## src/hdl/tmr_pkg.sv

```systemverilog
/*
  Package for the timer modulo and channel control block: register offsets,
  field positions, reset values and types.
  Assumes a 32-bit Avalon-MM slave with word addressing in bytes.
*/
package tmr_pkg;

  // ****************************************************
  // Register byte offsets
  // ****************************************************
  localparam logic [4:0] OFS_TSC = 5'h00;
  localparam logic [4:0] OFS_MODH = 5'h04;
  localparam logic [4:0] OFS_MODL = 5'h08;
  localparam logic [4:0] OFS_CSC = 5'h0c;
  localparam logic [4:0] OFS_CVAL = 5'h10;
  localparam logic [4:0] OFS_CNT = 5'h14;

  // ****************************************************
  // Field positions
  // ****************************************************
  localparam int TSC_OVF = 7;
  localparam int TSC_CPWM = 5;
  localparam int TSC_CLKH = 4;
  localparam int TSC_CLKL = 3;
  localparam int CSC_FLAG = 7;
  localparam int CSC_IE = 6;
  localparam int CSC_MSB = 5;
  localparam int CSC_MSA = 4;
  localparam int CSC_ELSB = 3;
  localparam int CSC_ELSA = 2;

  // ****************************************************
  // Reset values and counter constants
  // ****************************************************
  localparam logic [15:0] MOD_RST = 16'h0000;
  localparam logic [15:0] CNT_ZERO = 16'h0000;
  localparam logic [15:0] CNT_FE = 16'hfffe;
  localparam logic [15:0] CNT_FF = 16'hffff;
  localparam logic [7:0] CSC_RST = 8'h00;
  localparam logic [1:0] CLK_OFF = 2'h0;
  localparam logic [1:0] ELS_OFF = 2'h0;

  typedef enum logic [1:0] {
    CH_CAPTURE = 2'b00,
    CH_COMPARE = 2'b01,
    CH_EPWM = 2'b10,
    CH_CPWM = 2'b11
  } ch_mode_t;

  typedef struct packed {
    logic cpwm;
    logic [1:0] clks;
  } tsc_cfg_t;

  typedef struct packed {
    logic ie;
    logic msb;
    logic msa;
    logic [1:0] els;
  } csc_cfg_t;

endpackage

```

## src/hdl/tmr_modch.sv

```systemverilog
/*
  Timer counter with buffered modulo and one channel status/control register.
  Assumes a single 40 MHz bus clock; the channel pin is asynchronous.
*/
`timescale 1ns/1ps
`default_nettype none
module tmr_modch (
  input wire logic i_sys_clk,
  input wire logic i_nrst,
  input wire logic [4:0] i_address,
  input wire logic i_read,
  input wire logic i_write,
  input wire logic [31:0] i_writedata,
  output logic [31:0] o_readdata,
  output logic o_waitrequest,
  input wire logic i_background_debug_active,
  input wire logic i_ch_pin,
  output logic o_ch_pin,
  output logic o_ch_pin_oe,
  output logic o_ch_irq,
  output logic o_ovf_irq
);

  // ****************************************************
  // Bus slave: one wait cycle per access
  // ****************************************************
  logic ack_r;
  logic acc;
  logic wr;
  logic rd;
  logic [7:0] wd;
  assign acc = (i_read | i_write) & ~ack_r;
  // A write commits at the edge where waitrequest is seen low
  assign wr = i_write & ack_r;
  assign rd = i_read & acc;
  assign wd = i_writedata[7:0];

  always_ff @(posedge i_sys_clk or negedge i_nrst) begin
    if (!i_nrst) begin
      ack_r <= 1'b0;
    end else begin
      ack_r <= acc;
    end
  end

  always_ff @(posedge i_sys_clk or negedge i_nrst) begin
    if (!i_nrst) begin
      o_waitrequest <= 1'b1;
    end else begin
      o_waitrequest <= ~acc;
    end
  end

  // ****************************************************
  // Synchroniser for the channel pin and debug level
  // ****************************************************
  logic [1:0] pin_s_r;
  logic pin_d_r;
  logic [1:0] dbg_s_r;
  logic dbg;
  assign dbg = dbg_s_r[1];

  always_ff @(posedge i_sys_clk or negedge i_nrst) begin
    if (!i_nrst) begin
      pin_s_r <= 2'h0;
      pin_d_r <= 1'b0;
    end else begin
      pin_s_r <= {pin_s_r[0], i_ch_pin};
      pin_d_r <= pin_s_r[1];
    end
  end

  always_ff @(posedge i_sys_clk or negedge i_nrst) begin
    if (!i_nrst) begin
      dbg_s_r <= 2'h0;
    end else begin
      dbg_s_r <= {dbg_s_r[0], i_background_debug_active};
    end
  end

  // ****************************************************
  // Timer status control and counter
  // ****************************************************
  tmr_pkg::tsc_cfg_t tsc_r;
  logic ovf_r;
  logic ovf_armed_r;
  logic [15:0] cnt_r;
  logic [15:0] mod_r;
  logic [15:0] mod_buf_r;
  logic [1:0] seq_r;
  logic tick;
  logic wrap;
  logic wr_tsc;
  logic wr_modh;
  logic wr_modl;
  logic wr_cnt;
  logic mod_hold;
  logic upd_pt;
  logic rd_tsc;
  assign wr_tsc = wr && i_address == tmr_pkg::OFS_TSC;
  assign wr_modh = wr && i_address == tmr_pkg::OFS_MODH;
  assign wr_modl = wr && i_address == tmr_pkg::OFS_MODL;
  assign wr_cnt = wr && i_address == tmr_pkg::OFS_CNT;
  assign rd_tsc = rd && i_address == tmr_pkg::OFS_TSC;
  assign tick = tsc_r.clks != tmr_pkg::CLK_OFF && !dbg;
  assign wrap = tick && mod_r != tmr_pkg::MOD_RST && cnt_r == mod_r;
  assign mod_hold = seq_r != 2'h0;
  // Step old modulo-1 to modulo, or 0xfffe to 0xffff when free running
  assign upd_pt = tick && ((mod_r == tmr_pkg::MOD_RST) ?
    cnt_r == tmr_pkg::CNT_FE : cnt_r == mod_r - 16'h0001);

  always_ff @(posedge i_sys_clk or negedge i_nrst) begin
    if (!i_nrst) begin
      tsc_r <= '0;
    end else if (wr_tsc) begin
      tsc_r <= {wd[tmr_pkg::TSC_CPWM], wd[tmr_pkg::TSC_CLKH], wd[tmr_pkg::TSC_CLKL]};
    end
  end

  always_ff @(posedge i_sys_clk or negedge i_nrst) begin
    if (!i_nrst) begin
      cnt_r <= tmr_pkg::CNT_ZERO;
    end else if (wr_cnt || wrap) begin
      cnt_r <= tmr_pkg::CNT_ZERO;
    end else if (tick) begin
      cnt_r <= cnt_r + 16'h0001;
    end
  end

  // Overflow flag with read-then-write-zero clear; new wrap wins and disarms
  logic ovf_evt;
  assign ovf_evt = (wrap || (tick && mod_r == tmr_pkg::MOD_RST && cnt_r == tmr_pkg::CNT_FF))
    && !mod_hold;

  always_ff @(posedge i_sys_clk or negedge i_nrst) begin
    if (!i_nrst) begin
      ovf_r <= 1'b0;
      ovf_armed_r <= 1'b0;
    end else if (ovf_evt) begin
      ovf_r <= 1'b1;
      ovf_armed_r <= 1'b0;
    end else if (rd_tsc && ovf_r) begin
      ovf_armed_r <= 1'b1;
    end else if (wr_tsc) begin
      if (ovf_armed_r && !wd[tmr_pkg::TSC_OVF]) begin
        ovf_r <= 1'b0;
      end
      ovf_armed_r <= 1'b0;
    end
  end

  // Modulo write sequencing: bit0 high byte seen, bit1 low byte seen
  always_ff @(posedge i_sys_clk or negedge i_nrst) begin
    if (!i_nrst) begin
      seq_r <= 2'h0;
    end else if (wr_tsc) begin
      seq_r <= 2'h0;
    end else if (dbg) begin
      seq_r <= seq_r;
    end else if (wr_modh) begin
      seq_r[0] <= 1'b1;
    end else if (wr_modl) begin
      seq_r[1] <= 1'b1;
    end else if (seq_r == 2'h3 && (tsc_r.clks == tmr_pkg::CLK_OFF || upd_pt)) begin
      seq_r <= 2'h0;
    end
  end

  // Modulo write buffer, bypassed in debug
  always_ff @(posedge i_sys_clk or negedge i_nrst) begin
    if (!i_nrst) begin
      mod_buf_r <= tmr_pkg::MOD_RST;
    end else if (!dbg && wr_modh) begin
      mod_buf_r[15:8] <= wd;
    end else if (!dbg && wr_modl) begin
      mod_buf_r[7:0] <= wd;
    end
  end

  always_ff @(posedge i_sys_clk or negedge i_nrst) begin
    if (!i_nrst) begin
      mod_r <= tmr_pkg::MOD_RST;
    end else if (dbg && wr_modh) begin
      mod_r[15:8] <= wd;
    end else if (dbg && wr_modl) begin
      mod_r[7:0] <= wd;
    end else if (!dbg && seq_r == 2'h3 && !wr_tsc &&
                 (tsc_r.clks == tmr_pkg::CLK_OFF || upd_pt)) begin
      mod_r <= mod_buf_r;
    end
  end

  // ****************************************************
  // Channel status control and value
  // ****************************************************
  tmr_pkg::csc_cfg_t csc_r;
  logic [15:0] cval_r;
  logic chf_r;
  logic chf_armed_r;
  logic pin_out_r;
  tmr_pkg::ch_mode_t mode;
  logic ch_evt;
  logic cap_evt;
  logic cmp_evt;
  logic rise;
  logic fall;
  logic full_duty;
  logic wr_csc;
  logic rd_csc;
  logic wr_cval;
  assign wr_csc = wr && i_address == tmr_pkg::OFS_CSC;
  assign rd_csc = rd && i_address == tmr_pkg::OFS_CSC;
  assign wr_cval = wr && i_address == tmr_pkg::OFS_CVAL;
  assign rise = pin_s_r[1] & ~pin_d_r;
  assign fall = ~pin_s_r[1] & pin_d_r;

  always_comb begin
    if (tsc_r.cpwm) begin
      mode = tmr_pkg::CH_CPWM;
    end else if (csc_r.msb) begin
      mode = tmr_pkg::CH_EPWM;
    end else if (csc_r.msa) begin
      mode = tmr_pkg::CH_COMPARE;
    end else begin
      mode = tmr_pkg::CH_CAPTURE;
    end
  end

  // 0% duty: value 0; 100% duty: value above modulo
  assign full_duty = cval_r == tmr_pkg::CNT_ZERO ||
    (mod_r != tmr_pkg::MOD_RST && cval_r > mod_r);
  assign cap_evt = mode == tmr_pkg::CH_CAPTURE &&
    ((csc_r.els[0] && rise) || (csc_r.els[1] && fall));
  assign cmp_evt = mode != tmr_pkg::CH_CAPTURE && csc_r.els != tmr_pkg::ELS_OFF &&
    tick && cnt_r == cval_r &&
    !(mode != tmr_pkg::CH_COMPARE && full_duty);
  assign ch_evt = cap_evt || cmp_evt;

  always_ff @(posedge i_sys_clk or negedge i_nrst) begin
    if (!i_nrst) begin
      csc_r <= '0;
    end else if (wr_csc) begin
      csc_r <= {wd[tmr_pkg::CSC_IE], wd[tmr_pkg::CSC_MSB], wd[tmr_pkg::CSC_MSA],
                wd[tmr_pkg::CSC_ELSB], wd[tmr_pkg::CSC_ELSA]};
    end
  end

  always_ff @(posedge i_sys_clk or negedge i_nrst) begin
    if (!i_nrst) begin
      cval_r <= tmr_pkg::CNT_ZERO;
    end else if (cap_evt) begin
      cval_r <= cnt_r;
    end else if (wr_cval && mode != tmr_pkg::CH_CAPTURE) begin
      cval_r <= i_writedata[15:0];
    end
  end

  always_ff @(posedge i_sys_clk or negedge i_nrst) begin
    if (!i_nrst) begin
      chf_r <= 1'b0;
      chf_armed_r <= 1'b0;
    end else if (ch_evt) begin
      chf_r <= 1'b1;
      chf_armed_r <= 1'b0;
    end else if (rd_csc && chf_r) begin
      chf_armed_r <= 1'b1;
    end else if (wr_csc) begin
      if (chf_armed_r && !wd[tmr_pkg::CSC_FLAG]) begin
        chf_r <= 1'b0;
      end
      chf_armed_r <= 1'b0;
    end
  end

  // Pin output action per mode and edge field
  always_ff @(posedge i_sys_clk or negedge i_nrst) begin
    if (!i_nrst) begin
      pin_out_r <= 1'b0;
    end else if (mode == tmr_pkg::CH_COMPARE && cmp_evt) begin
      case (csc_r.els)
        2'h1: pin_out_r <= ~pin_out_r;
        2'h2: pin_out_r <= 1'b0;
        2'h3: pin_out_r <= 1'b1;
        default: pin_out_r <= pin_out_r;
      endcase
    end else if (mode != tmr_pkg::CH_COMPARE && mode != tmr_pkg::CH_CAPTURE) begin
      // 0% duty keeps the pin at its inactive level
      if (cval_r == tmr_pkg::CNT_ZERO) begin
        pin_out_r <= csc_r.els[0];
      end else if (wrap || cnt_r == tmr_pkg::CNT_ZERO) begin
        pin_out_r <= ~csc_r.els[0];
      end else if (cmp_evt) begin
        pin_out_r <= csc_r.els[0];
      end
    end
  end

  // ****************************************************
  // Pin and request outputs
  // ****************************************************

  always_ff @(posedge i_sys_clk or negedge i_nrst) begin
    if (!i_nrst) begin
      o_ch_pin <= 1'b0;
      o_ch_pin_oe <= 1'b0;
    end else begin
      o_ch_pin <= pin_out_r;
      o_ch_pin_oe <= csc_r.els != tmr_pkg::ELS_OFF && mode != tmr_pkg::CH_CAPTURE;
    end
  end

  always_ff @(posedge i_sys_clk or negedge i_nrst) begin
    if (!i_nrst) begin
      o_ch_irq <= 1'b0;
    end else begin
      o_ch_irq <= chf_r & csc_r.ie;
    end
  end

  always_ff @(posedge i_sys_clk or negedge i_nrst) begin
    if (!i_nrst) begin
      o_ovf_irq <= 1'b0;
    end else begin
      o_ovf_irq <= ovf_r;
    end
  end

  // ****************************************************
  // Read data
  // ****************************************************
  always_ff @(posedge i_sys_clk or negedge i_nrst) begin
    if (!i_nrst) begin
      o_readdata <= 32'h0000_0000;
    end else if (rd) begin
      case (i_address)
        tmr_pkg::OFS_TSC: o_readdata <= {24'h0, ovf_r, 1'b0, tsc_r.cpwm, tsc_r.clks, 3'h0};
        tmr_pkg::OFS_MODH: o_readdata <= {24'h0, mod_r[15:8]};
        tmr_pkg::OFS_MODL: o_readdata <= {24'h0, mod_r[7:0]};
        tmr_pkg::OFS_CSC: o_readdata <= {24'h0, chf_r, csc_r, 2'h0};
        tmr_pkg::OFS_CVAL: o_readdata <= {16'h0, cval_r};
        tmr_pkg::OFS_CNT: o_readdata <= {16'h0, cnt_r};
        default: o_readdata <= 32'h0000_0000;
      endcase
    end
  end

endmodule
`default_nettype wire

```

## config.mk

```make
export PLATFORM = sky130hd
export DESIGN_NAME = tmr_modch
export DESIGN_NICKNAME = d
export VERILOG_FILES = /design/src/hdl/tmr_pkg.sv /design/src/hdl/tmr_modch.sv
export SDC_FILE = /design/constraint.sdc
export NUM_CORES = 1
export LEC_CHECK = 0
export ABC_AREA = 1
export BUFFER_PORTS_ARGS = -buffer_cell sky130_fd_sc_hd__buf_2
export CAP_MARGIN = 20
export CORE_MARGIN = 5
export CORE_UTILIZATION = 50
export CTS_BUF_LIST = sky130_fd_sc_hd__clkbuf_8
export DETAILED_ROUTE_END_ITERATION = 8
export PLACE_DENSITY_LB_ADDON = 0.3
export REMOVE_ABC_BUFFERS = 1
export SETUP_SLACK_MARGIN = 0.05
export SYNTH_ARGS = -nofsm -noshare
export SYNTH_HDL_FRONTEND = slang
export SYNTH_SLANG_ARGS = --single-unit
export TNS_END_PERCENT = 100
```

## constraint.sdc

```tcl
create_clock -name i_sys_clk -period 5.6 [get_ports i_sys_clk]
set_clock_uncertainty 0.15 [all_clocks]
set_input_delay 0.84 -clock i_sys_clk [delete_from_list [all_inputs] [get_ports i_sys_clk]]
set_output_delay 0.84 -clock i_sys_clk [all_outputs]
set_load 0.05 [all_outputs]
```

==> metrics.txt <==
number of unique standard cell types used by synthesis 38; endpoint class of the critical path flip-flop; Setup WS post-layout about 2300 ps; share of async-settable or async-resettable flops after synthesis 100%; average detailed-routed wire length per instance between 15 and 20 um; reg2reg start mod_r[0]; mapped cell area ~7000 um^2; most area-consuming cells after synthesis sky130_fd_sc_hd__dfrtp_1, sky130_fd_sc_hd__nand2_1, sky130_fd_sc_hd__o21ai_0, sky130_fd_sc_hd__nand3_1, sky130_fd_sc_hd__inv_1; highest clock frequency the design can meet ~300 MHz; number of CTS-inserted buffers 9; largest net degree at the start of global routing 55; number of cells after detailed placement roughly 1.2k; power density relative to cell area between 300 and 400 nW/um^2; endpoint of the worst-slack reg-to-reg timing path mod_r[0]; post-DR vias/cell 5.75; warning count from the yosys run 0; slowest cell on the critical path sky130_fd_sc_hd__dfrtp_1; DRT iter0 DRCs slightly above 900; worst slew margin relative to its limit between 30% and 40%; Max Fanout on Critical Path 18; number of enable-type register cells in the synthesized netlist 0; type of the most critical hold path reg -> reg; sum of net half-perimeters after detailed placement ~16000 um; gate count after technology mapping between 900 and 1k; clock transition at the registers of the reported paths ~110 ps; worst r2r path cells 16; flop and latch count out of synthesis roughly 110; ordered list of cells on the worst path inv_1 -> ha_1 -> inv_1 -> nor2_1 -> nand3_1 -> nand4_1 -> nand2_1 -> nor2_1 -> nand2_1 -> nor2_1 -> nand3_1 -> nand2_2 -> nand4_4 -> nand2_2 -> nand2_1 -> nand2_1; max capacitance violation total 0; count of fill cells added during filler insertion about 1.4k; sum of negative setup slack 0 ps; number of antenna violations at the first check in global routing 0; total congestion overflow after global routing 0; data required time at the worst endpoint around 5800 ps; placement row count 43; first-pass GRT wire length about 34000 um; die extent in y approximately 130 um; Via Count roughly 6.9k; antenna-violating nets left 0; synthesis-to-layout area growth 6.08%; total area of multi-input combinational cells between 3000 and 4000 um^2; largest area contributor in the synthesized netlist sky130_fd_sc_hd__dfrtp_1; initial core utilization approximately half; max-slew violation count 0; area of the die between 15000 and 20000 um^2; buffers added on ports 47; remaining routing DRC violations 0; proportion of layout cells with a drive suffix above 1 a little over 8%; GR Util All Layers about a quarter; final number of hold-violating endpoints 0; die outline width roughly 130 um; Clock Sink Count between 100 and 150; critical path endpoint mod_r[0]; cell family with most CP delay simple AND/OR/NAND/NOR gates; worst setup path start mod_r[0]; CTS resizes 0; via count of the first global-routing pass roughly 6.2k; min cycle time layout ~3300 ps; ratio of final minimum period to clock period between 50% and 60%; type of element launching the critical path flip-flop; most instantiated library cell after synthesis sky130_fd_sc_hd__nand2_1; leading post-synthesis cells by instance count sky130_fd_sc_hd__nand2_1, sky130_fd_sc_hd__dfrtp_1, sky130_fd_sc_hd__inv_1; H-tree Lvls 3; Hold-fix buffers, CTS 0; area used by sequential logic in the layout 2650 um^2; result of the run complete, no violations; Total Nets Final about 1.1k; worst hold path depth 0; Leak Pwr roughly 3.8 nW; CTS root buffer sky130_fd_sc_hd__clkbuf_8; Most used DFF post-synth sky130_fd_sc_hd__dfrtp_1; Hold WS a little over 200 ps; I/O pin count 80; Worst Setup Path Type reg -> reg; worst skew pair latency 400 ps; sequential share of the synthesized area between 30% and 40%; CTS max path bufs 2; Max rail drop VDD between 150 and 200 uV; count of inserted antenna diode cells 0; count of buffering cells on the critical path with inverters included 2; unrepaired setup endpoints after global routing false; setup slack of the most critical reg-to-reg path between 2000 and 2500 ps; slew at the pin closest to its max-slew limit just over 1000 ps; TritonCTS clock tree built; area share of the largest cell type after synthesis between 30 and 40%; number of optimization iterations in the first detailed-route pass 5; Largest stage delay, worst path around 450 ps; GPL Wtd Cong between 1 and 1.5; total stage count of the critical path 16; Most common cell on crit path sky130_fd_sc_hd__nand2_1; final setup violating endpoints 0; post-route insts no fill between 1k and 1.5k; average size of a mapped cell between 7 and 8 um^2; buffers inserted by post-CTS timing repair 0; worst setup timing slack at the placement stage around 2400 ps; arrival time reported for the critical path endpoint about 3500 ps; Std-Cell Core Area about 14000 um^2; final routed wirelength across all metal layers 21500 um
[power by group]
| group | total [mW] | internal, mW | switching, mW |
|---|---|---|---|
| combinational | 0.826 | 0.280 | 0.547 |
| sequential | 1.04 | 0.882 | 0.155 |
| clock | 0.468 | 0.179 | 0.289 |
| total | 2.33 | 1.34 | 0.991 |
[worst min path at each step]
stage | startpoint | to | slack, ps
2_1_floorplan | dbg_s_r[0] | dbg_s_r[1] | 180
3_3_place_gp | dbg_s_r[0] | dbg_s_r[1] | 180
3_5_place_dp | dbg_s_r[0] | dbg_s_r[1] | 190
4_1_cts | dbg_s_r[0] | dbg_s_r[1] | 210
5_1_grt | dbg_s_r[0] | dbg_s_r[1] | 220
6_report | dbg_s_r[0] | dbg_s_r[1] | 210
[registers in the layout, summed over array words and instances (netlist names), 2 cells and up]
| name | flops |
|---|---|
| csc_r | 5 |
| cnt_r | 16 |
| dbg_s_r | 2 |
| pin_s_r | 2 |
| mod_r | 16 |
| seq_r | 2 |
| o_readdata | 16 |
| mod_buf_r | 16 |
| cval_r | 16 |
| tsc_r | 3 |
[stage by stage]
step                cell area (um^2)  util (%)  power, mW
floorplan                       6760         -       1.61
global placement                7240      52.4       1.84
detailed placement              7240      52.4       1.85
CTS                             7430      53.7       2.32
global route                    7430      53.7       2.48
finish                          7430      53.7       2.33
[layout make-up]
type | count | area share (%)
repair buffers | 49 | 3.40
multi-input cells | 741 | 50.2
inverters | 101 | 5.11
flip-flops and latches | 106 | 35.7
clock buffers | 10 | 1.85
well taps | 180 | 3.03
clock inverters | 6 | 0.623
[logic make-up after synthesis]
| group | after synthesis | synth area share (%) |
|---|---|---|
| compound gates | 152 | 12.3 |
| xor+xnor | 33 | 4.13 |
| other cells | 1 | 0.0536 |
| flops | 106 | 37.9 |
| fa+ha+maj | 22 | 3.93 |
| simple gates | 518 | 32.0 |
| buf+inv | 154 | 9.60 |
[layer usage]
| layer | wire [um] | vias up | global-route usage (%) |
|---|---|---|---|
| met2 | 9230 | 355 | 39.4 |
| met1 | 9210 | 3153 | 38.4 |
| li1 | - | 3288 | - |
| met4 | 890 | 0 | 11.4 |
| met3 | 2190 | 64 | 5.08 |
| met5 | 0 | - | 0 |
[placed cells by master (no fill, tap or decap), types with 18 or more instances in the layout]
| master | instances |
|---|---|
| sky130_fd_sc_hd__nand4_1 | 36 |
| sky130_fd_sc_hd__nor2_1 | 72 |
| sky130_fd_sc_hd__nand2_1 | 287 |
| sky130_fd_sc_hd__dfrtp_1 | 105 |
| sky130_fd_sc_hd__o22ai_1 | 21 |
| sky130_fd_sc_hd__nor3_1 | 18 |
| sky130_fd_sc_hd__ha_1 | 22 |
| sky130_fd_sc_hd__inv_1 | 96 |
| sky130_fd_sc_hd__nand3_1 | 82 |
| sky130_fd_sc_hd__buf_2 | 46 |
| sky130_fd_sc_hd__o21ai_0 | 85 |
(Power assumes the default switching activity.)
